[src/pkg/clkseq_pkg.sv]
// Constants and types for the clock generator mode sequencer
// How it works
// - Reference select low runs 25 MHz crystal oscillator.
// - Select high uses external true/complement buffer.
// - Bus bypass routes reference to channel one.
// - Preload selects, hold outputs static until PLL.
// - Strap mode applies selections once PLL stable.
// - Data high leaves strap mode until power cycle.
// - Strap mode ignores mixed-mode pin.
// - Select change briefly holds that channel static.
// - Strap mode, data low, powerdown high: full power-down.
// - Leaving power-down restarts from power-up.
// - Channels one to three three-level decode.
// - Channel four two-pin decode table.
// - Bus mode freezes select pins after power-up.
// - Mixed pin low: all static, address from ch4.
// - Mixed high, ch4 first low: only ch4 runs.
// - Mixed high, ch4 first mid/high: ch1-3 run.
// - Register load releases static outputs.
// - Unprogrammed channel uses its select pins.
// - Power cycle clears bus registers.
// - Disabled CMOS both low, differential low/high.
package clkseq_pkg;
  // ****************************************
  // Timing
  // ****************************************
  localparam int unsigned CLK_MHZ         = 100;
  localparam int unsigned STATIC_HOLD_NS  = 200;
  localparam int unsigned STATIC_HOLD_CYC = (STATIC_HOLD_NS * CLK_MHZ + 999) / 1000;
  localparam int unsigned HOLD_W          = 8;
  localparam logic [HOLD_W-1:0] HOLD_LOAD = HOLD_W'(STATIC_HOLD_CYC);
  // ****************************************
  // Register map and fields
  // ****************************************
  localparam logic [7:0] OFS_CTRL   = 8'h00;
  localparam logic [7:0] OFS_CHCFG  = 8'h04;
  localparam logic [7:0] OFS_CHFREQ = 8'h08;
  localparam logic [7:0] OFS_STATUS = 8'h0C;
  localparam int unsigned CTRL_LOAD_BIT   = 0;
  localparam int unsigned CTRL_BYPASS_BIT = 1;
  localparam int unsigned CFG_PROG_LSB    = 0;
  localparam int unsigned CFG_EN_LSB      = 4;
  localparam int unsigned CFG_DIFF_LSB    = 8;
  localparam int unsigned STS_RUN_LSB     = 0;
  localparam int unsigned STS_PLL_BIT     = 4;
  localparam int unsigned STS_BUS_BIT     = 5;
  localparam int unsigned STS_EXIT_BIT    = 6;
  localparam int unsigned STS_ST_LSB      = 8;
  localparam int unsigned STS_SEL_LSB     = 16;
  localparam logic [1:0]  CTRL_RST   = 2'h0;
  localparam logic [11:0] CHCFG_RST  = 12'h000;
  localparam logic [15:0] CHFREQ_RST = 16'h0000;
  // ****************************************
  // Pin levels and frequency codes
  // ****************************************
  localparam logic [1:0] LVL_LOW  = 2'h0;
  localparam logic [1:0] LVL_MID  = 2'h1;
  localparam logic [1:0] LVL_HIGH = 2'h2;
  localparam logic [3:0] FQ_REF    = 4'h0;
  localparam logic [3:0] FQ_25     = 4'h1;
  localparam logic [3:0] FQ_33_33  = 4'h2;
  localparam logic [3:0] FQ_50     = 4'h3;
  localparam logic [3:0] FQ_66_66  = 4'h4;
  localparam logic [3:0] FQ_100    = 4'h5;
  localparam logic [3:0] FQ_106_25 = 4'h6;
  localparam logic [3:0] FQ_125    = 4'h7;
  localparam logic [3:0] FQ_133_33 = 4'h8;
  localparam logic [3:0] FQ_155_52 = 4'h9;
  localparam logic [3:0] FQ_156_25 = 4'hA;
  localparam logic [3:0] FQ_161_13 = 4'hB;
  typedef enum logic [1:0] {ST_POR, ST_WAIT_PLL, ST_RUN, ST_PDOWN} seq_state_t;
endpackage

[src/hw/clock_gen_mode_sequencer.sv]
// Mode sequencer and channel configuration for the four-channel clock generator
`timescale 1ns/1ps
`default_nettype none
module clock_gen_mode_sequencer
  import clkseq_pkg::*;
(
  // Clock and reset
  input  wire logic        SYS_CLK,
  input  wire logic        RESETN,
  // AHB-Lite slave
  input  wire logic        HSEL,
  input  wire logic [31:0] HADDR,
  input  wire logic [1:0]  HTRANS,
  input  wire logic        HWRITE,
  input  wire logic [2:0]  HSIZE,
  input  wire logic [31:0] HWDATA,
  input  wire logic        HREADY,
  output var  logic [31:0] HRDATA,
  output var  logic        HREADYOUT,
  output var  logic        HRESP,
  // Strap and control pins
  input  wire logic        REF_SOURCE_SELECT,
  input  wire logic        SERIAL_DATA_PIN,
  input  wire logic        BUS_CLOCK_POWERDOWN_PIN,
  input  wire logic        MIXED_MODE_PIN,
  input  wire logic [1:0]  CH1_FREQ_SELECT,
  input  wire logic [1:0]  CH2_FREQ_SELECT,
  input  wire logic [1:0]  CH3_FREQ_SELECT,
  input  wire logic [1:0]  CH4_SELECT_FIRST,
  input  wire logic [1:0]  CH4_SELECT_SECOND,
  input  wire logic        PLL_STABLE,
  // Reference and power control
  output var  logic        XTAL_OSC_EN,
  output var  logic        EXT_REF_BUF_EN,
  output var  logic        REGULATOR_EN,
  output var  logic        REF_BYPASS,
  output var  logic [3:0]  BUS_ADDR_SEL,
  // Channel control
  output var  logic [3:0]  CH_RUN,
  output var  logic [3:0]  CH_DIFF,
  output var  logic [15:0] CH_FREQ,
  output var  logic        CH4_FRACTIONAL,
  output var  logic [3:0]  CH_STATIC_TRUE,
  output var  logic [3:0]  CH_STATIC_COMP
);
  // ****************************************
  // State
  // ****************************************
  typedef struct packed {
    seq_state_t             st;
    logic                   strap_exit;
    logic                   bus_mode;
    logic                   mmc;
    logic [9:0]             sel;
    logic [3:0][HOLD_W-1:0] hold;
    logic [1:0]             ctrl;
    logic [11:0]            chcfg;
    logic [15:0]            chfreq;
    logic                   ph_wr;
    logic [7:0]             ph_addr;
    logic [31:0]            rdata;
    logic                   rdy;
    logic                   osc_en;
    logic                   ext_en;
    logic                   reg_en;
    logic                   bypass;
    logic [3:0]             addr_sel;
    logic [3:0]             run;
    logic [3:0]             diff;
    logic [15:0]            freq;
    logic                   frac;
    logic [3:0]             st_true;
    logic [3:0]             st_comp;
  } seq_t;

  seq_t q_ff;
  seq_t nxt_q;

  // ****************************************
  // Pin synchronisers
  // ****************************************
  logic [14:0] pins_s;
  logic        sda;
  logic        pd;
  logic        mmc_p;
  logic        pll;
  logic        refsel;
  logic [9:0]  cur_sel;

  pin_sync #(.W(15)) u_sync (
    .clk   (SYS_CLK),
    .rst_n (RESETN),
    .d     ({CH4_SELECT_SECOND, CH4_SELECT_FIRST, CH3_FREQ_SELECT, CH2_FREQ_SELECT,
             CH1_FREQ_SELECT, REF_SOURCE_SELECT, PLL_STABLE, MIXED_MODE_PIN,
             BUS_CLOCK_POWERDOWN_PIN, SERIAL_DATA_PIN}),
    .q     (pins_s)
  );

  assign sda     = pins_s[0];
  assign pd      = pins_s[1];
  assign mmc_p   = pins_s[2];
  assign pll     = pins_s[3];
  assign refsel  = pins_s[4];
  assign cur_sel = pins_s[14:5];

  // ****************************************
  // Decode tables
  // ****************************************
  // Unresolved code reads as mid, the floating default
  function automatic logic [1:0] lvl(input logic [1:0] c);
    lvl = (c == LVL_LOW || c == LVL_HIGH) ? c : LVL_MID;
  endfunction

  // Returns {diff, freq} for channels one to three
  function automatic logic [4:0] dec123(input int unsigned ch, input logic [1:0] c);
    logic [1:0] v;
    v = lvl(c);
    dec123 = {1'b0, FQ_33_33};
    case (ch)
      0: dec123 = (v == LVL_LOW) ? {1'b0, FQ_50} :
                  (v == LVL_HIGH) ? {1'b0, FQ_25} : {1'b0, FQ_33_33};
      1: dec123 = (v == LVL_LOW) ? {1'b1, FQ_156_25} :
                  (v == LVL_HIGH) ? {1'b1, FQ_125} : {1'b1, FQ_25};
      2: dec123 = (v == LVL_LOW) ? {1'b1, FQ_156_25} :
                  (v == LVL_HIGH) ? {1'b1, FQ_100} : {1'b0, FQ_125};
      default: dec123 = {1'b0, FQ_33_33};
    endcase
  endfunction

  // Returns {fractional, diff, freq} for channel four
  function automatic logic [5:0] dec4(input logic [1:0] a, input logic [1:0] b);
    case ({lvl(a), lvl(b)})
      {LVL_LOW,  LVL_LOW}:  dec4 = {2'b00, FQ_33_33};
      {LVL_LOW,  LVL_MID}:  dec4 = {2'b10, FQ_66_66};
      {LVL_LOW,  LVL_HIGH}: dec4 = {2'b10, FQ_133_33};
      {LVL_MID,  LVL_LOW}:  dec4 = {2'b11, FQ_155_52};
      {LVL_MID,  LVL_HIGH}: dec4 = {2'b01, FQ_125};
      {LVL_HIGH, LVL_LOW}:  dec4 = {2'b11, FQ_106_25};
      {LVL_HIGH, LVL_MID}:  dec4 = {2'b00, FQ_100};
      {LVL_HIGH, LVL_HIGH}: dec4 = {2'b11, FQ_161_13};
      default:              dec4 = {2'b01, FQ_156_25};
    endcase
  endfunction

  // ****************************************
  // Next state
  // ****************************************
  logic       take;
  logic [4:0] d123;
  logic [5:0] d4;
  logic       ch_diff;
  logic [3:0] ch_freq;
  logic       ch_run;
  logic       ch_off;
  logic       prog;
  logic       allow;
  logic       loaded;
  logic [1:0] ch_sel;

  assign take = HSEL & HTRANS[1] & HREADY;

  always_comb begin
    nxt_q = q_ff;
    d123 = '0;
    d4 = '0;
    ch_diff = 1'b0;
    ch_freq = '0;
    ch_run = 1'b0;
    ch_off = 1'b0;
    prog = 1'b0;
    allow = 1'b0;
    ch_sel = '0;
    loaded = q_ff.ctrl[CTRL_LOAD_BIT];
    nxt_q.rdy = 1'b1;

    // Bus data phase; narrow writes are dropped
    if (q_ff.ph_wr) begin
      case (q_ff.ph_addr)
        OFS_CTRL:   nxt_q.ctrl = HWDATA[1:0];
        OFS_CHCFG:  nxt_q.chcfg = HWDATA[11:0];
        OFS_CHFREQ: nxt_q.chfreq = HWDATA[15:0];
        default:    nxt_q.ctrl = q_ff.ctrl;
      endcase
    end
    nxt_q.ph_wr = take & HWRITE & (HSIZE == 3'h2);
    nxt_q.ph_addr = HADDR[7:0];
    nxt_q.rdata = '0;
    if (take && !HWRITE) begin
      case (HADDR[7:0])
        OFS_CTRL:   nxt_q.rdata[1:0] = q_ff.ctrl;
        OFS_CHCFG:  nxt_q.rdata[11:0] = q_ff.chcfg;
        OFS_CHFREQ: nxt_q.rdata[15:0] = q_ff.chfreq;
        OFS_STATUS: begin
          nxt_q.rdata[STS_RUN_LSB +: 4] = q_ff.run;
          nxt_q.rdata[STS_PLL_BIT] = pll;
          nxt_q.rdata[STS_BUS_BIT] = q_ff.bus_mode;
          nxt_q.rdata[STS_EXIT_BIT] = q_ff.strap_exit;
          nxt_q.rdata[STS_ST_LSB +: 2] = q_ff.st;
          nxt_q.rdata[STS_SEL_LSB +: 10] = q_ff.sel;
        end
        default:    nxt_q.rdata = '0;
      endcase
    end

    // Sequencer
    case (q_ff.st)
      ST_POR: begin
        nxt_q.sel = cur_sel;
        nxt_q.bus_mode = sda | q_ff.strap_exit;
        nxt_q.st = ST_WAIT_PLL;
      end
      ST_WAIT_PLL: begin
        if (!q_ff.bus_mode) begin
          nxt_q.sel = cur_sel;
        end
        if (pll) begin
          nxt_q.st = ST_RUN;
          if (q_ff.bus_mode) begin
            nxt_q.mmc = mmc_p;
          end
        end
      end
      ST_RUN: begin
        // Losing lock re-enters the wait with outputs static
        if (!pll) begin
          nxt_q.st = ST_WAIT_PLL;
        end
        if (!q_ff.bus_mode) begin
          for (int i = 0; i < 4; i++) begin
            if (q_ff.hold[i] != '0) begin
              nxt_q.hold[i] = q_ff.hold[i] - HOLD_W'(1);
            end
          end
          for (int i = 0; i < 3; i++) begin
            if (cur_sel[2*i +: 2] != q_ff.sel[2*i +: 2]) begin
              nxt_q.sel[2*i +: 2] = cur_sel[2*i +: 2];
              nxt_q.hold[i] = HOLD_LOAD;
            end
          end
          if (cur_sel[9:6] != q_ff.sel[9:6]) begin
            nxt_q.sel[9:6] = cur_sel[9:6];
            nxt_q.hold[3] = HOLD_LOAD;
          end
        end
      end
      ST_PDOWN: begin
        nxt_q.ctrl = CTRL_RST;
        nxt_q.chcfg = CHCFG_RST;
        nxt_q.chfreq = CHFREQ_RST;
        nxt_q.hold = '0;
        nxt_q.mmc = 1'b0;
        if (!pd) begin
          nxt_q.st = ST_POR;
        end
      end
      default: nxt_q.st = ST_POR;
    endcase

    // Data seen high leaves strap mode for good
    if (!q_ff.bus_mode && q_ff.st != ST_POR && sda) begin
      nxt_q.strap_exit = 1'b1;
      nxt_q.bus_mode = 1'b1;
    end
    if (!q_ff.bus_mode && q_ff.st != ST_POR && !sda && pd) begin
      nxt_q.st = ST_PDOWN;
    end
    // Bus mode keeps power-up selections; later pin moves are ignored
    if (q_ff.bus_mode) begin
      nxt_q.sel = (q_ff.st == ST_POR) ? cur_sel : nxt_q.sel;
    end

    // Channel outputs
    for (int i = 0; i < 4; i++) begin
      if (i < 3) begin
        ch_sel = q_ff.sel[2*i +: 2];
        d123 = dec123(i, ch_sel);
        ch_diff = d123[4];
        ch_freq = d123[3:0];
      end else begin
        d4 = dec4(q_ff.sel[7:6], q_ff.sel[9:8]);
        ch_diff = d4[4];
        ch_freq = d4[3:0];
        nxt_q.frac = d4[5];
      end
      ch_off = 1'b0;
      if (q_ff.bus_mode) begin
        prog = loaded & q_ff.chcfg[CFG_PROG_LSB + i];
        if (!q_ff.mmc) begin
          allow = 1'b0;
        end else if (lvl(q_ff.sel[7:6]) == LVL_LOW) begin
          allow = (i == 3);
        end else begin
          allow = (i < 3);
        end
        if (prog) begin
          ch_diff = q_ff.chcfg[CFG_DIFF_LSB + i];
          ch_freq = q_ff.chfreq[4*i +: 4];
          ch_run = q_ff.chcfg[CFG_EN_LSB + i];
          ch_off = ~q_ff.chcfg[CFG_EN_LSB + i];
        end else begin
          ch_run = loaded | allow;
        end
        if (i == 0 && loaded && q_ff.ctrl[CTRL_BYPASS_BIT]) begin
          ch_freq = FQ_REF;
        end
      end else begin
        ch_run = (q_ff.hold[i] == '0);
      end
      ch_run = ch_run & pll & (q_ff.st == ST_RUN);
      nxt_q.run[i] = ch_run;
      nxt_q.diff[i] = ch_diff;
      nxt_q.freq[4*i +: 4] = ch_freq;
      nxt_q.st_true[i] = 1'b0;
      // Static levels are differential idle except a disabled CMOS channel or in power-down, where both sides are low
      nxt_q.st_comp[i] = ~ch_run & ~(ch_off & ~ch_diff) & (q_ff.st != ST_PDOWN);
    end

    nxt_q.reg_en = (q_ff.st != ST_PDOWN);
    nxt_q.osc_en = ~refsel & (q_ff.st != ST_PDOWN);
    nxt_q.ext_en = refsel & (q_ff.st != ST_PDOWN);
    nxt_q.bypass = q_ff.bus_mode & loaded & q_ff.ctrl[CTRL_BYPASS_BIT];
    nxt_q.addr_sel = (q_ff.bus_mode && !q_ff.mmc) ? q_ff.sel[9:6] : 4'h0;
  end

  // ****************************************
  // Registers
  // ****************************************
  always_ff @(posedge SYS_CLK or negedge RESETN) begin
    if (!RESETN) begin
      q_ff <= '0;
    end else begin
      q_ff <= nxt_q;
    end
  end

  assign HRDATA         = q_ff.rdata;
  assign HREADYOUT      = q_ff.rdy;
  assign HRESP          = 1'b0;
  assign XTAL_OSC_EN    = q_ff.osc_en;
  assign EXT_REF_BUF_EN = q_ff.ext_en;
  assign REGULATOR_EN   = q_ff.reg_en;
  assign REF_BYPASS     = q_ff.bypass;
  assign BUS_ADDR_SEL   = q_ff.addr_sel;
  assign CH_RUN         = q_ff.run;
  assign CH_DIFF        = q_ff.diff;
  assign CH_FREQ        = q_ff.freq;
  assign CH4_FRACTIONAL = q_ff.frac;
  assign CH_STATIC_TRUE = q_ff.st_true;
  assign CH_STATIC_COMP = q_ff.st_comp;
endmodule
`default_nettype wire

[src/hw/pin_sync.sv]
// Two-flop synchroniser for asynchronous pins
`timescale 1ns/1ps
`default_nettype none
module pin_sync #(
  parameter int unsigned W = 1
) (
  // Clock and reset
  input  wire logic         clk,
  input  wire logic         rst_n,
  // Pins
  input  wire logic [W-1:0] d,
  output var  logic [W-1:0] q
);
  logic [W-1:0] meta_ff;

  always_ff @(posedge clk or negedge rst_n) begin
    if (!rst_n) begin
      meta_ff <= '0;
      q       <= '0;
    end else begin
      meta_ff <= d;
      q       <= meta_ff;
    end
  end
endmodule
`default_nettype wire

[config.mk]
export PLATFORM = sky130hd
export DESIGN_NAME = clock_gen_mode_sequencer
export DESIGN_NICKNAME = d
export VERILOG_FILES = /design/src/pkg/clkseq_pkg.sv /design/src/hw/clock_gen_mode_sequencer.sv /design/src/hw/pin_sync.sv
export SDC_FILE = /design/constraint.sdc
export NUM_CORES = 1
export LEC_CHECK = 0
export ABC_AREA = 0
export BUFFER_PORTS_ARGS = -buffer_cell sky130_fd_sc_hd__buf_2
export CAP_MARGIN = 10
export CORE_MARGIN = 2
export CORE_UTILIZATION = 49
export DETAILED_ROUTE_END_ITERATION = 8
export GPL_TIMING_DRIVEN = 1
export PLACE_DENSITY = 0.75
export SLEW_MARGIN = 20
export SYNTH_ARGS = -nofsm -noshare
export SYNTH_HDL_FRONTEND = slang
export SYNTH_SLANG_ARGS = --single-unit
[constraint.sdc]
create_clock -name SYS_CLK -period 1.76 [get_ports SYS_CLK]
set_input_delay 0.176 -clock SYS_CLK [delete_from_list [all_inputs] [get_ports SYS_CLK]]
set_output_delay 0.176 -clock SYS_CLK [all_outputs]
set_load 0.01 [all_outputs]
# After elaboration in Yosys (flattened, before gate mapping)

Memories as Yosys holds them, arrays and structs flattened.
Cells that the tools add are included.

Register bits after elaboration: 186
Memory bits (read-only): 96
Bits of input ports: 89
Output and inout port bits: 75
Memories: 1

Memories:

| memory          | words | width | read ports | clocked after memory_dff | write ports | RTL line                        | text |
|---|---|---|---|---|---|---|---|
| (no name shown) | 16    | 6     | 1          | 0                        | 0           | clock_gen_mode_sequencer.sv:132 | `case ({lvl(a), lvl(b)})` |

Add/subtract/negate cells: 4
Equal/unequal tests: 32
Muxes and demuxes: 92
Bitwise gates (word level): 52
Reduce and logical (&&, ||, !) cells: 53

Operators with widths:

| operator                                                               | number |
|---|---|
| 8-bit 2-to-1 mux                                                       | 8 |
| 32-bit one-hot mux with 2 select lines                                 | 1 |
| 30-bit 2-to-1 mux                                                      | 2 |
| 4-bit 2-to-1 mux                                                       | 13 |
| 8-bit logical NOT                                                      | 6 |
| 42-bit 2-to-1 mux                                                      | 1 |
| 10-bit 2-to-1 mux                                                      | 4 |
| 1-bit 2-to-1 mux                                                       | 34 |
| 1-bit bitwise AND                                                      | 32 |
| 8-bit nonzero test                                                     | 4 |
| 8-bit by 1-bit subtractor with 8-bit output (second input constant)    | 4 |
| 2-bit 2-to-1 mux                                                       | 15 |
| 10-bit one-hot mux with 3 select lines                                 | 1 |
| 26-bit 2-to-1 mux                                                      | 1 |
| 8-bit by 4-bit equality test with 1-bit output (second input constant) | 3 |
| 2-bit equality test (second input constant)                            | 10 |
| 2-bit logical NOT                                                      | 10 |
| 3-bit != test (second input constant)                                  | 6 |
| 3-bit AND reduction                                                    | 6 |
| 1-bit NOT                                                              | 17 |
| 8-bit by 3-bit equality test with 1-bit output (second input constant) | 2 |
| 16-bit 2-to-1 mux                                                      | 1 |
| 2-bit one-hot mux with 4 select lines                                  | 2 |
| 2-bit nonzero test                                                     | 8 |
| other kinds (19)                                                       | 42 |

# Logic depth before layout (Yosys ltp)

Gate-level depths: netlist of the first run.

Depth in word-level cells: 15
Mapped depth: 8

# Modules after synthesis

Synthesis of the first run repeated with hierarchy kept, for this count alone.

Cells, all modules: 727
Area, all modules: 8010.2 um^2

By module, submodules not included:

| module                   | instances | cells an instance | area each (um^2) | sequential area each (um^2) |
|---|---|---|---|---|
| clock_gen_mode_sequencer | 1         | 697               | 7259.5           | 3753.6 |
| pin_sync                 | 1         | 30                | 750.7            | 750.7 |

# Worst setup path after synthesis of the first run

Ideal clock, no wire load.

Path type: register to register
Start: register q_ff[121] (netlist bit)
End: register q_ff[126] (netlist bit)
Library setup time: 134 ps
Arrival: 1790 ps
Setup slack: -163 ps
Cell stages (with the launch flop): 8
Clock period less this slack: 1923 ps
Cell sequence: dfrtp_1 inv_1 ha_1 or3b_2 o41ai_4 nor4_1 xnor2_1 nor2_1

Cells in the longest elaborated chain, start to end: 5
Elaborated cells on any way between the ends: 8
Classes of those cells: add/sub: 1; eq/ne: 1; mux: 4; reduce/logical: 2

Ends and longest elaborated chain:

| what                                        | RTL line                        | text |
|---|---|---|
| from (decl)                                 | clock_gen_mode_sequencer.sv:76  | `seq_t q_ff;` |
| from (signal assigned)                      | clock_gen_mode_sequencer.sv:332 | `q_ff <= nxt_q;` |
| 8-bit by 1-bit subtractor with 8-bit output | clock_gen_mode_sequencer.sv:231 | `nxt_q.hold[i] = q_ff.hold[i] - HOLD_W'(1);` |
| 8-bit 2-to-1 mux                            | clock_gen_mode_sequencer.sv:230 | `if (q_ff.hold[i] != '0) begin` |
| 8-bit 2-to-1 mux                            | clock_gen_mode_sequencer.sv:235 | `if (cur_sel[2*i +: 2] != q_ff.sel[2*i +: 2]) begin` |
| 42-bit 2-to-1 mux                           | clock_gen_mode_sequencer.sv:228 | `if (!q_ff.bus_mode) begin` |
| 32-bit one-hot mux with 2 select lines      | clock_gen_mode_sequencer.sv:206 | `case (q_ff.st)` |

Parallel ways exist; a longest one is shown, timed or not. The select of a mux whose other input is x is not followed.
A chain may end at the register's enable or synchronous reset.

# Final worst setup path of the first run

Start: register q_ff[127] (netlist bit)
End: register q_ff[126] (netlist bit)

Cells in the longest elaborated chain, start to end: 3

Ends and longest elaborated chain:

| what                          | RTL line |
|---|---|
| 8-bit nonzero test            | clock_gen_mode_sequencer.sv:230 |
| 3-bit != test (no line)       | n/a |
| 3-bit AND reduction (no line) | n/a |

No other way between the ends.

==> results of run 1 <==
cells in the final DEF, fill, tap and decap left out, types with 4 or more instances in the layout:
cell type	instances
nor4_1	4
a41oi_1	4
ha_4	4
and3_1	11
buf_2	112
nand2_1	46
xnor2_1	10
nand3_1	5
nand4_1	4
mux2_2	14
o21ai_0	28
nand2_2	14
buf_4	84
buf_12	5
a22oi_1	10
o31ai_1	4
o21ai_1	4
dlygate4sd3_1	37
and2_1	17
nor2_1	79
a21oi_1	33
inv_1	11
mux2i_1	17
nor3_1	22
inv_2	6
ha_1	4
nor4_2	4
nand3b_1	4
a21oi_2	6
xor2_1	6
a31oi_1	4
buf_6	11
clkbuf_16	17
conb_1	12
dfrtp_1	180
state kept, by name, summed over array words and instances, names as in the netlist:
name,count
BUS_ADDR_SEL,4
CH4_FRACTIONAL,1
CH_DIFF,4
CH_FREQ,16
CH_RUN,4
CH_STATIC_COMP,4
EXT_REF_BUF_EN,1
HRDATA,26
HREADYOUT,1
REF_BYPASS,1
REGULATOR_EN,1
XTAL_OSC_EN,1
ch_sel,2
loaded,1
q_ff,83
u_sync.meta_ff,15
u_sync.q,15
logic make-up (layout without fill, tap and decap cells):
kind of cell             count (synthesis)  in the layout  share of synthesized area, %
AND/OR/NAND/NOR                        247            247                          15.3
other                                    2             12                        0.0950
adder cells (fa/ha/maj)                  8              8                          1.27
buffers and inverters                  112            301                          9.06
XOR/XNOR                                17             17                          1.88
AO/OA/AOI/OAI                          129            129                          10.5
multiplexers                            34             34                          4.85
flip-flops                             180            180                          57.0
repair_timing:
item | 4_1_cts | 5_1_grt
hold buffers | 37 | 0
pin swaps | 20 | 15
setup buffers | 6 | 12
endpoints found under the hold margin | 81 | 0
gates cloned | 0 | 2
gates resized for setup | 39 | 49
endpoints found under the setup margin | 55 | 64
layout make-up:
type / instances / area [um^2] / area share (%)
flip-flops and latches: 180 / 4500 / 44.0
clock buffers: 22 / 474 / 4.63
well taps: 216 / 270 / 2.64
clock inverters: 10 / 97.6 / 0.953
inverters: 19 / 71.3 / 0.696
multi-input cells: 447 / 3020 / 29.5
repair buffers: 250 / 1800 / 17.6
metrics by stage:
stage / setup TNS (ns) / power (mW) / worst slack [ns] / cells / util (%)
6_report: -3.89 / 14.4 / -0.192 / 1144 / 64.7
5_1_grt: -7.91 / 15.2 / -0.282 / 1144 / 64.7
4_1_cts: -2.66 / 13.8 / -0.155 / 1130 / 62.7
3_5_place_dp: -3.97 / 9.92 / -0.153 / 1055 / 55.6
3_3_place_gp: -3.14 / 9.84 / -0.119 / 1055 / 55.6
2_1_floorplan: -0.503 / 8.32 / -0.0750 / 739 / -
worst max-delay path, stage by stage (launching register included):
cell and delay (ns):
dfrtp_1 0.39, or4_4 0.56, o41ai_4 0.39, buf_6 0.19, nor4_2 0.05, xnor2_1 0.17
nor2_1 0.07
per-layer routing:
metal	GRT usage (%)	up-vias
met2	36.3	230
met5	0	-
li1	-	2800
met1	28.8	2982
met3	4.60	33
met4	9.64	0
how the worst max path moves through the flow:
stage | from | to | slack [ns] | depth (start not counted)
2_1_floorplan | q_ff[121]$_DFFE_PN0P_ | q_ff[126]$_DFFE_PN0P_ | -0.08 | 7
3_3_place_gp | q_ff[121]$_DFFE_PN0P_ | q_ff[124]$_DFFE_PN0P_ | -0.12 | 7
3_5_place_dp | q_ff[122]$_DFFE_PN0P_ | q_ff[126]$_DFFE_PN0P_ | -0.15 | 7
4_1_cts | q_ff[78]$_DFF_PN0_ | q_ff[86]$_DFFE_PN0P_ | -0.15 | 7
5_1_grt | q_ff[78]$_DFF_PN0_ | q_ff[86]$_DFFE_PN0P_ | -0.28 | 7
6_report | q_ff[127]$_DFFE_PN0P_ | q_ff[126]$_DFFE_PN0P_ | -0.19 | 6
cells in the mapped netlist, types with 3 or more instances:
master / count / area, um^2
inv_1: 17 / 63.8
buf_2: 4 / 20.0
o31ai_1: 4 / 30.0
o21a_1: 3 / 22.5
nor4_1: 8 / 50.1
a22oi_1: 10 / 75.1
o21bai_1: 3 / 22.5
a21o_1: 4 / 30.0
nor2_1: 80 / 300
nand2_1: 61 / 229
nand4_1: 4 / 25.0
dfrtp_1: 180 / 4500
nor3_1: 25 / 125
mux2_2: 14 / 158
xor2_1: 6 / 52.6
ha_1: 8 / 100
and3_1: 12 / 75.1
o21ai_0: 33 / 165
nor2b_1: 5 / 31.3
a41oi_1: 4 / 35.0
and2_1: 18 / 113
nand3_1: 5 / 25.0
or4_1: 4 / 30.0
buf_4: 71 / 533
xnor2_1: 11 / 96.3
clkbuf_1: 15 / 56.3
a21oi_1: 39 / 195
nand2b_1: 3 / 18.8
or2_2: 3 / 18.8
mux2i_1: 18 / 180
a31oi_1: 5 / 31.3
nand3b_1: 4 / 30.0
power breakdown:
| group | total [mW] | leakage, nW | switching, mW | internal, mW |
|---|---|---|---|---|
| registers | 5.30 | 2.30 | 0.479 | 4.83 |
| clock network | 3.64 | 0.273 | 1.57 | 2.07 |
| logic | 5.48 | 2.39 | 2.93 | 2.55 |
| total | 14.4 | 4.97 | 4.98 | 9.44 |
==> metrics.md, run 1 <==
| Metric | Value |
|---|---|
| Drt pass-1 iters | `5` |
| Yosys cell types | `68` |
| Power Dens Cells | `1410 mW/mm^2` |
| Failing checks | `setup timing` |
| Period Utilization, post-route | `111%` |
| Hold path cells | `1` |
| Slew margin rel. | `60.6%` |
| P_leak | `4.97 nW` |
| Worst-margin pin slew | `0.584 ns` |
| Reg2reg start | `q_ff[127]$_DFFE_PN0P_` |
| Total GRT Usage | `22.2%` |
| Iteration-0 DRC Markers | `451` |
| Clk sink count | `180` |
| Die H | `131 um` |
| Mean Syn Cell Area | `10.8 um^2` |
| Clock transition at the registers of the reported paths | `0.06 ns` |
| DRT antenna net count | `0` |
| R2R setup slack | `-0.19 ns` |
| Post-synth top flop | `dfrtp_1` |
| Worst setup SP type | `flop` |
| Critical path peak fanout | `8` |
| Initial Util | `49.9%` |
| Min Clock Period, post-route | `1.95 ns` |
| Fillers | `1,197` |
| Fin area | `0.0102 mm^2` |
| DR top layer | `met4` |
| Critical path class | `flop to flop` |
| Yosys reg bits | `180` |
| Gr ovfl total | `0` |
| Final Hold Viols | `0` |
| Site Rows | `46` |
| Final worst slack | `-0.192 ns` |
| Largest net degree at the start of global routing | `52` |
| Wire length on met1 | `8040 um` |
| Die ar. | `0.0172 mm^2` |
| Clock skew | `0.00865 ns` |
| Max-cap violations | `0` |
| Synthesis Warnings | `0` |
| Worst Hold Endpoint | `q_ff[77]$_DFF_PN0_` |
| Post-synth EDFFs | `0` |
| Synthesized cell area | `0.00790 mm^2` |
| Root Buffer | `clkbuf_16` |
| Synth Instances | `729` |
| CTS buffer count | `17` |
| Smallest hold slack | `0.0303 ns` |
| Area delta synth->final | `29.6%` |
| Ports | `164` |
| # DRC | `0` |
| Nets@finish | `1,012` |
| Share of cells above drive strength 1 | `35.5%` |
| Antenna Cells | `0` |
| Worst EP arrival | `2.25 ns` |
| Slew Viols, Final | `0` |
| First-pass GRT wire length | `28,900 um` |
| Worst VDD drop | `812 uV` |
| Die width | `131 um` |
| Initial antenna violation count | `0` |
| Worst-Skew Late Latency | `0.43 ns` |
| Crit end category | `flop` |
| Number of buffers on the longest clock path | `2` |
| Routed len/inst | `16.7 um` |
| Vias in the first global route | `5,741` |
| Setup violators final | `35` |
| Via count | `6,045` |
| Ys async rst share | `100%` |
| RSZ-0062 raised after global routing | `yes` |
| Hold/Removal Path Class | `input port to flop` |
| Seq/Total Area, Yosys | `57.0%` |
| Data required, critical path | `2.06 ns` |
| Vias per cell | `5.28` |
| Worst Reg-to-Reg Cells | `6` |
| # H-tree levels | `4` |
| Achievable frequency | `512 MHz` |
| CTS tree | `yes` |
| Routed WL | `19,100 um` |
| Placement Cell Area | `0.00880 mm^2` |
| Status | `finished, violations left` |
| Routed wl met3 | `1190 um` |
| HP Start | `HADDR[3]` |
| Met2 WL | `9410 um` |
| Gpl congestion | `0.902` |
| Port bufs | `111` |
| Hpwl dp | `12,800 um` |
| Reg-to-Reg End | `q_ff[126]$_DFFE_PN0P_` |
| Core region area | `0.0158 mm^2` |
Power figures use the tool's default switching activity.
==> run 2, diff against run 1 <==
CORE_UTILIZATION = 55   (was 49)
GPL_TIMING_DRIVEN = 0   (was 1)
PLACE_DENSITY = 0.8   (was 0.75)
TNS_END_PERCENT = 100   (was default)
clock period = 1.9 ns   (was 1.76 ns; I/O delays follow)
==> metrics.md, run 2 (synthesis gave the netlist of run 1 again) <==
| Metric | Value |
|---|---|
| Max reg flops | `83` |
| Crit end category | `flop` |
| Commonest non-fill, non-tap cell in the layout | `dfrtp_1` |
| Worst EP arrival | `2.30 ns` |
| Vias per cell | `5.61` |
| RSZ-0062 raised after global routing | `yes` |
| Gpl congestion | `0.890` |
| Largest net degree at the start of global routing | `99` |
| Die ar. | `0.0153 mm^2` |
| Via count | `6,184` |
| Critical path peak fanout | `3` |
| Hpwl dp | `12,400 um` |
| CTS tree | `yes` |
| Status | `finished, violations left` |
| DRT antenna net count | `0` |
| Worst-margin pin slew | `0.768 ns` |
| Share of cells above drive strength 1 | `35.4%` |
| GR Layer Usage met2 | `43.4%` |
| First-pass GRT wire length | `29,800 um` |
| # H-tree levels | `4` |
| Initial Util | `56.7%` |
| Largest register by flop count | `q_ff` |
| Total GRT Usage | `25.9%` |
| Most used routing layer | `met2` |
| Final Hold Viols | `0` |
| Commonest non-fill, non-tap cells in the layout | `dfrtp_1, buf_2, buf_4` |
| Vias in the first global route | `6,033` |
| Initial antenna violation count | `0` |
| Routed len/inst | `17.6 um` |
| Root Buffer | `clkbuf_16` |
| Routed WL | `19,400 um` |
| Worst Reg-to-Reg Cells | `6` |
| Core region area | `0.0139 mm^2` |
| # DRC | `0` |
| Power Total | `12.9 mW` |
| Worst-Skew Late Latency | `0.44 ns` |
| Die H | `124 um` |
| Post-Place Setup Slack | `-0.324 ns` |
| Drt pass-1 iters | `6` |
| Worst setup SP type | `flop` |
| Die width | `124 um` |
| P_leak | `4.92 nW` |
| Number of buffers on the longest clock path | `2` |
| Nets@finish | `1,008` |
| Min Clock Period, post-route | `2.01 ns` |
| Worst VDD drop | `865 uV` |
| M1 GR Usage | `31.5%` |
| Reg-to-Reg End | `q_ff[112]$_DFFE_PN0P_` |
| Hold/Removal Path Class | `input port to flop` |
| Clock transition at the registers of the reported paths | `0.07 ns` |
| Achievable frequency | `497 MHz` |
| Final worst slack | `-0.112 ns` |
| Power Dens Cells | `1280 mW/mm^2` |
| Slew margin rel. | `48.8%` |
| Clock skew | `0.0103 ns` |
| Slew Viols, Final | `0` |
| CTS buffer count | `17` |
| Area delta synth->final | `27.3%` |
| Critical path class | `flop to flop` |
| Fin util | `72.2%` |
| Hold path cells | `3` |
| Worst Hold Endpoint | `q_ff[109]$_DFFE_PN0P_` |
| Data required, critical path | `2.19 ns` |
| Iteration-0 DRC Markers | `674` |
| R2R setup slack | `-0.11 ns` |
| Met3 Track Usage GR | `6.32%` |
| Gr ovfl total | `0` |
| Failing checks | `setup timing` |
| Site Rows | `43` |
| Max-cap violations | `0` |
| Clk sink count | `180` |
| Period Utilization, post-route | `106%` |
| Reg2reg start | `q_ff[80]$_DFF_PN0_` |
| Antenna Cells | `0` |
| Setup violators final | `32` |
| Port bufs | `111` |
| Ports | `164` |
| HP Start | `HWDATA[10]` |
## run 2: cell count changes in the layout (fill, tap and decap cells not counted), sizes merged
cell,before,now
clkinv,6,5
clkinvlp,3,4
inv,19,18
buf,213,206
bufinv,1,2
dlygate4sd3,37,26
clkbuf,22,34
## run 2: worst max path at each step
| stage | start | end | slack (ns) | cells after the start |
|---|---|---|---|---|
| after global placement | RESETN | q_ff[116]$_DFFE_PN0P_ | -2.08 | 1 |
| final | q_ff[80]$_DFF_PN0_ | q_ff[112]$_DFFE_PN0P_ | -0.11 | 6 |
| after global routing | q_ff[80]$_DFF_PN0_ | loaded$_DFFE_PN0P_ | -0.16 | 6 |
| after detailed placement | q_ff[158]$_DFFE_PN0P_ | q_ff[152]$_DFF_PN0_ | -0.32 | 7 |
| after floorplan | q_ff[137]$_DFFE_PN0P_ | q_ff[140]$_DFFE_PN0P_ | 0.06 | 7 |
| after CTS | q_ff[78]$_DFF_PN0_ | q_ff[112]$_DFFE_PN0P_ | -0.13 | 6 |
## run 2: layer usage
metal | wire (um) | vias up
met2 | 9590 | 313
met3 | 1470 | 67
met5 | 0 | -
met1 | 7650 | 3007
li1 | - | 2797
met4 | 671 | 0
## run 2: cell type report
class | instances | area (um^2)
Clock buffer | 20 | 447
Buffer | 91 | 657
Tap cell | 180 | 225
Fill cell | 946 | 3870
Inverter | 19 | 78.8
Clock inverter | 10 | 109
Sequential cell | 180 | 4500
Timing Repair Buffer | 155 | 1030
Multi-Input combinational cell | 447 | 3010
## run 2: where the power goes
part           total [mW]  internal (mW)  switching, mW  leakage (nW)
logic                4.55           1.94           2.61          2.34
registers            5.01           4.47          0.540          2.30
clock network        3.36           1.95           1.41         0.272
total                12.9           8.35           4.57          4.92
## run 2: through the flow
step	hold slack (ns)	std cells	TNS, ns	cell area (um^2)
after global routing	0.0143	1102	-3.79	10100
after detailed placement	0.267	1031	-4.45	8760
after global placement	0.298	1030	-376.20	8720
after CTS	0.00185	1097	-2.79	9810
after floorplan	-0.106	739	0	7940
final	0.00890	1102	-1.52	10100
## run 2: what timing repair did
action	CTS	global route
setup endpoints to repair	52	71
gates resized for setup	41	55
buffers inserted	8	7
hold endpoints to repair	122	0
pin swaps	26	13
hold buffers	26	0
gates cloned	2	0
## run 2: critical path: stages (launching register included)
cell and delay (ns):
dfrtp_1 0.36, or4b_4 0.55, nor4_4 0.23, buf_4 0.18, nor3b_4 0.23, mux2i_1 0.25, nor2_1 0.08
